$ cat src/design/acr_pkg.sv
// Constants shared by the accumulator core execution block and its return stack.
// Assumes a 14-bit instruction word and an 8-bit data path on one clock.
// Operation
// [RULE_01] Return pops stack into counter, flags unchanged
// [RULE_02] Return occupies two instruction cycles
// [RULE_03] Rotate right through carry, only carry changes
// [RULE_04] Destination bit: 0 to W, 1 to file
// [RULE_05] Literal minus W into W, sets all flags
// [RULE_06] File minus W to destination, sets all flags
// [RULE_07] Swap nibbles to destination, no flags change
// [RULE_08] File XOR W to destination, only Z
// [RULE_09] Literal XOR W into W, only Z
// [RULE_10] Literal load needs unused operand bits zero
// [RULE_11] Data instructions finish in one cycle
package acr_pkg;

  localparam int unsigned instr_width = 14;
  localparam int unsigned data_width = 8;
  localparam int unsigned file_addr_width = 7;
  localparam int unsigned pc_width = 13;
  localparam int unsigned stack_depth = 8;

  // Field positions inside the instruction word
  localparam int unsigned op_msb = 13;
  localparam int unsigned op_lsb = 8;
  localparam int unsigned dest_bit = 7;
  localparam int unsigned file_msb = 6;
  localparam int unsigned literal_msb = 7;

  // Opcode field values, bits 13:8; return and no-op are whole 14-bit words
  localparam logic [5:0] op_rotate_right_carry = 6'h0c;
  localparam logic [5:0] op_file_minus_acc = 6'h02;
  localparam logic [5:0] op_nibble_exchange = 6'h0e;
  localparam logic [5:0] op_file_xor_acc = 6'h06;
  localparam logic [5:0] op_literal_xor_acc = 6'h3a;
  localparam logic [5:0] op_literal_minus_acc = 6'h3c;
  localparam logic [5:0] op_load_literal = 6'h30;
  localparam logic [13:0] word_return = 14'h0008;
  localparam logic [13:0] word_no_op = 14'h0000;

  // Reset values and program counter step
  localparam logic [7:0] acc_reset = 8'h00;
  localparam logic [7:0] file_reset = 8'h00;
  localparam logic [12:0] pc_reset = 13'h0000;
  localparam logic [12:0] pc_step = 13'h0001;

  typedef enum logic [0:0] {
    acr_exec_run = 1'b0,
    acr_exec_return_tail = 1'b1
  } acr_exec_e;

endpackage : acr_pkg

$ cat src/design/acr_core_exec.sv
// Execution stage for return, rotate, subtract, swap, XOR and literal load.
// Assumes a fetch unit offering one instruction word at a time with a
// valid/ready handshake, and a call path that pushes return addresses.
`timescale 1ns/1ns

module acr_core_exec #(
  parameter int unsigned file_words = 128
) (
  input wire logic clock,
  input wire logic srst,
  input wire logic instr_valid,
  input wire logic [13:0] instr_word,
  output logic instr_ready,
  input wire logic call_push,
  input wire logic [12:0] call_return_addr,
  input wire logic seed_write,
  input wire logic [6:0] seed_addr,
  input wire logic [7:0] seed_data,
  input wire logic [6:0] peek_addr,
  output logic [7:0] peek_data,
  output logic [7:0] acc,
  output logic carry_flag,
  output logic half_carry_flag,
  output logic zero_flag,
  output logic [12:0] pc,
  output logic illegal_op
);

  ////////////////////////////////////////////////////////////////////////////
  // Decode

  logic take;
  logic [5:0] opcode;
  logic dest_file;
  logic [6:0] faddr;
  logic [7:0] literal;
  logic [7:0] fval;
  logic [12:0] stack_top_value;
  logic is_return;
  logic stack_pop;

  assign take = instr_valid && instr_ready;
  assign opcode = instr_word[acr_pkg::op_msb:acr_pkg::op_lsb];
  assign dest_file = instr_word[acr_pkg::dest_bit];
  assign faddr = instr_word[acr_pkg::file_msb:0];
  assign literal = instr_word[acr_pkg::literal_msb:0];
  assign is_return = take && (instr_word == acr_pkg::word_return);
  assign stack_pop = is_return; // RULE_01

  acr_return_stack #(
    .depth(acr_pkg::stack_depth),
    .width(acr_pkg::pc_width)
  ) acr_return_stack_i (
    .clock(clock),
    .srst(srst),
    .push(call_push),
    .push_value(call_return_addr),
    .pop(stack_pop),
    .stack_top_value(stack_top_value)
  );

  ////////////////////////////////////////////////////////////////////////////
  // Sequencing: a return holds the handshake off for its second cycle

  acr_pkg::acr_exec_e state;
  acr_pkg::acr_exec_e next_state;

  always_comb
  begin
    next_state = state;
    case (state)
      acr_pkg::acr_exec_run:
      begin
        if (is_return)
        begin
          next_state = acr_pkg::acr_exec_return_tail; // RULE_02
        end
      end
      acr_pkg::acr_exec_return_tail:
      begin
        next_state = acr_pkg::acr_exec_run; // RULE_02
      end
      default:
      begin
        next_state = acr_pkg::acr_exec_run;
      end
    endcase
  end

  assign instr_ready = (state == acr_pkg::acr_exec_run);

  ////////////////////////////////////////////////////////////////////////////
  // Data path

  logic [7:0] file_mem [file_words];
  logic [7:0] result;
  logic write_back;
  logic result_valid;
  logic [7:0] sub_a;
  logic [8:0] sub_sum;
  logic [4:0] sub_low;
  logic next_carry;
  logic next_half_carry;
  logic next_zero;
  logic [7:0] next_acc;
  logic [12:0] next_pc;
  logic next_illegal;
  logic [7:0] next_peek;

  assign fval = file_mem[faddr];

  always_comb
  begin
    result = fval;
    write_back = 1'b0;
    result_valid = 1'b0;
    next_carry = carry_flag;
    next_half_carry = half_carry_flag;
    next_zero = zero_flag;
    next_illegal = 1'b0;
    next_pc = pc;
    // Both subtractions share one adder: a + ~W + 1, carry means no borrow
    // Both literal-minus opcodes must pick the literal, not the file word
    sub_a = (opcode[5:1] == acr_pkg::op_literal_minus_acc[5:1]) ? literal : fval;
    sub_sum = {1'b0, sub_a} + {1'b0, ~acc} + 9'h001;
    sub_low = {1'b0, sub_a[3:0]} + {1'b0, ~acc[3:0]} + 5'h01;
    if (take && !is_return)
    begin
      next_pc = pc + acr_pkg::pc_step;
      result_valid = 1'b1;
      case (opcode)
        acr_pkg::op_rotate_right_carry:
        begin
          result = {carry_flag, fval[7:1]}; // RULE_03
          next_carry = fval[0]; // RULE_03
          write_back = dest_file; // RULE_04
        end
        acr_pkg::op_file_minus_acc:
        begin
          result = sub_sum[7:0]; // RULE_06
          next_carry = sub_sum[8];
          next_half_carry = sub_low[4];
          next_zero = (sub_sum[7:0] == 8'h00);
          write_back = dest_file; // RULE_04
        end
        acr_pkg::op_nibble_exchange:
        begin
          result = {fval[3:0], fval[7:4]}; // RULE_07
          write_back = dest_file; // RULE_04
        end
        acr_pkg::op_file_xor_acc:
        begin
          result = acc ^ fval; // RULE_08
          next_zero = ((acc ^ fval) == 8'h00);
          write_back = dest_file; // RULE_04
        end
        acr_pkg::op_literal_xor_acc:
        begin
          result = acc ^ literal; // RULE_09
          next_zero = ((acc ^ literal) == 8'h00);
        end
        acr_pkg::op_literal_minus_acc,
        {acr_pkg::op_literal_minus_acc[5:1], 1'b1}:
        begin
          result = sub_sum[7:0]; // RULE_05
          next_carry = sub_sum[8];
          next_half_carry = sub_low[4];
          next_zero = (sub_sum[7:0] == 8'h00);
        end
        acr_pkg::op_load_literal:
        begin
          result = literal; // RULE_10
        end
        default:
        begin
          // Only the all-zero word is a legal no-op; anything else is refused
          result_valid = 1'b0;
          next_illegal = (instr_word != acr_pkg::word_no_op);
        end
      endcase
    end
    else if (is_return)
    begin
      next_pc = stack_top_value; // RULE_01
    end
    next_acc = (result_valid && !write_back) ? result : acc; // RULE_04
    next_peek = file_mem[peek_addr];
  end

  // Core writes win over seeding in the same cycle to the same address
  always_ff @(posedge clock)
  begin
    if (srst)
    begin
      state <= acr_pkg::acr_exec_run;
      acc <= acr_pkg::acc_reset;
      carry_flag <= 1'b0;
      half_carry_flag <= 1'b0;
      zero_flag <= 1'b0;
      pc <= acr_pkg::pc_reset;
      illegal_op <= 1'b0;
      peek_data <= acr_pkg::file_reset;
      for (int i = 0; i < file_words; i++)
      begin
        file_mem[i] <= acr_pkg::file_reset;
      end
    end
    else
    begin
      state <= next_state;
      acc <= next_acc; // RULE_11
      carry_flag <= next_carry;
      half_carry_flag <= next_half_carry;
      zero_flag <= next_zero;
      pc <= next_pc;
      illegal_op <= next_illegal;
      peek_data <= next_peek;
      if (seed_write)
      begin
        file_mem[seed_addr] <= seed_data;
      end
      if (result_valid && write_back)
      begin
        file_mem[faddr] <= result; // RULE_04
      end
    end
  end

endmodule : acr_core_exec

$ cat src/design/acr_return_stack.sv
// Circular hardware return stack of program counter values.
// Assumes push and pop never arrive in the same cycle; pop wins if they do.
`timescale 1ns/1ns

module acr_return_stack #(
  parameter int unsigned depth = acr_pkg::stack_depth,
  parameter int unsigned width = acr_pkg::pc_width
) (
  input wire logic clock,
  input wire logic srst,
  input wire logic push,
  input wire logic [width-1:0] push_value,
  input wire logic pop,
  output logic [width-1:0] stack_top_value
);

  localparam int unsigned ptr_width = (depth > 1) ? $clog2(depth) : 1;

  logic [width-1:0] slot [depth];
  logic [width-1:0] next_slot [depth];
  logic [ptr_width-1:0] ptr;
  logic [ptr_width-1:0] next_ptr;

  // Wraps silently on overflow and underflow, with no error flag
  always_comb
  begin
    next_ptr = ptr;
    for (int i = 0; i < depth; i++)
    begin
      next_slot[i] = slot[i];
    end
    if (pop)
    begin
      next_ptr = ptr - ptr_width'(1);
    end
    else if (push)
    begin
      next_ptr = ptr + ptr_width'(1);
      next_slot[ptr + ptr_width'(1)] = push_value;
    end
  end

  always_ff @(posedge clock)
  begin
    if (srst)
    begin
      ptr <= '0;
      for (int i = 0; i < depth; i++)
      begin
        slot[i] <= acr_pkg::pc_reset;
      end
    end
    else
    begin
      ptr <= next_ptr;
      slot <= next_slot;
    end
  end

  assign stack_top_value = slot[ptr];

endmodule : acr_return_stack
$ cat config.mk
export PLATFORM = sky130hd
export DESIGN_NAME = acr_core_exec
export DESIGN_NICKNAME = d
export VERILOG_FILES = /design/src/design/acr_pkg.sv /design/src/design/acr_core_exec.sv /design/src/design/acr_return_stack.sv
export SDC_FILE = /design/constraint.sdc
export NUM_CORES = 2
export LEC_CHECK = 0
export BUFFER_PORTS_ARGS = -buffer_cell sky130_fd_sc_hd__buf_2
export CORE_MARGIN = 3
export CORE_UTILIZATION = 35
export CTS_BUF_LIST = sky130_fd_sc_hd__clkbuf_4 sky130_fd_sc_hd__clkbuf_8
export CTS_CLUSTER_SIZE = 20
export DETAILED_ROUTE_END_ITERATION = 7
export PLACE_DENSITY_LB_ADDON = 0.08
export RECOVER_POWER = 25
export SYNTH_ARGS = -nofsm -noshare
export SYNTH_HDL_FRONTEND = slang
export SYNTH_SLANG_ARGS = --single-unit
$ cat constraint.sdc
create_clock -name clock -period 13.4 [get_ports clock]
set_input_delay 0.67 -clock clock [delete_from_list [all_inputs] [get_ports clock]]
set_output_delay 0.67 -clock clock [all_outputs]
set_load 0.005 [all_outputs]
==> flow_summary.ini <==
[clocking]
cts_resized = 0
cts-root-buf = clkbuf_8
clockBufferDepth = 3
cts_tree = yes
cts_htree_levels = 4
cts_setup_buffers = 0
insertion_delay_ns = 1.03
path_clk_slew_ns = 0.06
numClockSinks = 1165
numCtsBuffers = 216

[finish]
final_cells = 9155
nets = 6373
area_delta_synth_final_pct = 9.72
layout-drive-gt1-share = 0.194
filler_cell_count = 19400

[floorplan]
core.rowCount = 164
dieArea_um2 = 207000
start_util = 0.353
fp.dieW_um = 455
die_y_um = 455
io_pins = 88
coreArea_um2 = 200000

[routing]
first_pass_iters = 6
num_vias = 60500
drcViolationCount = 0
wl_mm = 339
wl_per_cell_um = 37.1
via_per_inst = 6.60
drtIter0Drc = 8911
ant_nets = 0

[place]
gp_congestion = 0.963
portBuffers = 87
dp.cells = 8730
dp_hpwl_mm = 220

[critical_path]
cp.required_ns = 14.09
r2r_start = file_mem[116][1]$_DFFE_PP_
crit_path_end_kind = flip-flop
cp_slowest_stage_delay_ns = 2.28
critPathSlowestCell = clkbuf_1
startpoint_type = input pin
crit_arrival_ns = 11.85
rr_endpoint = file_mem[90][6]$_DFFE_PP_
worstPathCellList = buf_8 > clkbuf_1 > inv_4 > buf_4 > mux4_2 > a221oi_1 > a211oi_1 > a41oi_1 > o211a_2 > nand2_1 > o21ai_0 > fa_1 > nand2_1 > nand2_1 > a21oi_1 > o21ai_0 > a21oi_1 > xor2_1 > o21ai_0 > a311o_1 > a21oi_4 > buf_4 > buf_4 > o31ai_1
r2r_cells = 21
reg2reg_slack_ns = 5.07
crit_fanout = 77
worstSetupPathType = input pin to flip-flop

[logic_synthesis]
ys_ff_latch = 1165
avgSynthCellArea_um2 = 10.9
yosys_warnings = 0
ys.flop_type = edfxtp_1
syn_inst = 6490
synth-seq-area-share = 0.476
synth.net_count = 6557
yosysUniqueCellTypes = 92
synth_edf_count = 1024
async_flop_share = 0
syn_area_um2 = 70500

[worst_hold_path]
hold_start = srst
holdPathEnd = acc[0]$_SDFFE_PP0P_
holdCritPathClass = input pin to flip-flop
holdPathStages = 2

[global_route]
gr-total-overflow = 0
grt_start_max_net_pins = 129
antenna_found_initial = 19
grt_pass1_wl_mm = 466
grtUsageTotal = 0.319
grt_pass1_vias = 55400

[sta]
setup-violations-final = 0
min_period_ns = 11.16
drv_slew = 194
hold_viol = 0
max_freq_mhz = 89.6
rsz0062_at_grt = false
tns_ns = 0
fin_crit_sh = 0.833
finClkSkew_ns = 0.0720
relSlewSlack = -1.11
max_slew.worst_pin.slew_ns = 3.17

[pwr]
total_leakage_power_nw = 25.6
p_per_area_nw_per_um2 = 120
ir_drop_v = 0.000106

[run]
maxCapViolCount = 11

[status]
status = complete, but fails checks
violations = capacitance limit, slew limit
## power by group
part	total (mW)	internal (mW)	leakage [nW]	switching (mW)
Combinational	1.38	0.363	11.3	1.01
Sequential	4.14	4.05	12.0	0.0901
Clock	3.76	2.00	2.40	1.76
Total	9.27	6.41	25.6	2.87
## worst max-delay path by stage
stage | from | end | slack [ns] | cells past startpoint
after CTS | instr_word[1] | file_mem[55][6]$_DFFE_PP_ | 4.94 | 22
after global routing | instr_word[2] | file_mem[74][6]$_DFFE_PP_ | 2.22 | 24
after detailed placement | instr_word[1] | file_mem[90][6]$_DFFE_PP_ | 3.85 | 22
final | instr_word[2] | file_mem[90][6]$_DFFE_PP_ | 2.24 | 24
after global placement | instr_word[2] | file_mem[89][6]$_DFFE_PP_ | 3.84 | 24
after floorplan | instr_word[2] | file_mem[100][6]$_DFFE_PP_ | 7.95 | 26
## sequential cells by signal (all words and copies together), names as in the netlist
signal / count
file_mem: 1024
acr_return_stack_i.slot: 104
acr_return_stack_i.ptr: 3
zero_flag: 1
peek_data: 8
state: 1
acc: 8
half_carry_flag: 1
carry_flag: 1
illegal_op: 1
pc: 13
## cell families after synthesis
kind of cell | after synthesis | share of synthesized area
muxes | 710 | 0.180
and+or+nand+nor | 2203 | 0.145
xor gates and xnor gates | 18 | 0.00224
buffers and inverters | 736 | 0.0499
AOI/OAI and AO/OA | 1645 | 0.145
adders and majority gates | 13 | 0.00241
DFF | 1165 | 0.476
## metrics by stage
step	power, mW	instance area [µm²]	setup slack (ns)	utilization	hold WS (ns)
2_1_floorplan	4.96	70500	7.95	-	0.433
5_1_grt	9.49	77400	2.22	0.387	0.0899
4_1_cts	9.27	77500	4.94	0.388	0.0108
6_report	9.27	77400	2.24	0.387	0.119
3_3_place_gp	5.54	72900	3.84	0.364	0.438
3_5_place_dp	5.54	72900	3.85	0.364	0.444
## metal layers
metal | track usage | up-vias | part of all wire
met5 | 0 | - | 0
met4 | 0.149 | 0 | 0.051
met3 | 0.0898 | 736 | 0.12
met2 | 0.470 | 4179 | 0.43
met1 | 0.435 | 30600 | 0.40
li1 | - | 25000 | -
## layout by cell type, fill, tap and decap left out, types with 14 or more instances in the layout
cell type and count:
dfxtp_1 140, diode_2 15, clkbuf_8 229, nor2b_1 21
a221o_1 14, o21ai_0 757, clkbuf_4 58, clkinv_1 49
clkinv_2 33, a21oi_1 113, nand2b_1 31, mux2i_1 194
o22ai_1 35, a31oi_1 16, buf_2 44, xnor2_1 14
o221ai_1 14, nor3_1 20, mux4_2 438, edfxtp_1 1024
dlygate4sd3_1 14, o31ai_1 130, nand2_1 494, clkbuf_1 54
buf_4 178, inv_1 19, nor2_1 439, o21ai_1 154
nand3_1 1068, and3_1 22, o21ai_2 100, nand3b_1 18
a221oi_1 122, nand4_1 14, a22oi_1 62, mux2_2 74
## critical path: cells and delay by family
family | cells | cell delay (ns)
buffers and inverters | 6 | 5.98
AO/OA/AOI/OAI | 12 | 3.48
XOR/XNOR | 1 | 0.23
adder cells (fa/ha/maj) | 1 | 0.46
AND/OR/NAND/NOR | 3 | 0.27
multiplexers | 1 | 0.32
## cells in the mapped netlist (all sizes together), types with 16 or more instances
master  instances  area share
a21oi         116      0.0083
a221oi        122       0.015
a22oi          63      0.0068
a31oi          16      0.0014
and3           22      0.0020
buf           240       0.023
clkbuf        474       0.026
dfxtp         141       0.040
edfxtp       1024        0.44
inv            22      0.0012
mux2           78       0.012
mux2i         194       0.028
mux4          438        0.14
nand2         494       0.026
nand2b         31      0.0027
nand3        1069       0.076
nand3b         18      0.0019
nor2          442       0.024
nor2b          25      0.0022
nor3           24      0.0019
o21ai        1012       0.077
o22ai          36      0.0032
o31ai         130       0.014
## final cells by class
type / instances / area (µm²) / area share
Inverter: 22 / 85.1 / 0.00110
Clock buffer: 287 / 3590 / 0.0464
Timing Repair Buffer: 312 / 2240 / 0.0290
Clock inverter: 109 / 940 / 0.0121
Sequential cell: 1165 / 33600 / 0.434
Tap cell: 2656 / 3320 / 0.0429
Multi-Input combinational cell: 4589 / 33600 / 0.434
Antenna cell: 15 / 37.5 / 0.000485
## timing repair
item	in CTS	in global routing
setup endpoints to repair	0	0
endpoints found under the hold margin	107	0
hold buffers	14	0
(Power assumes the default switching activity.)
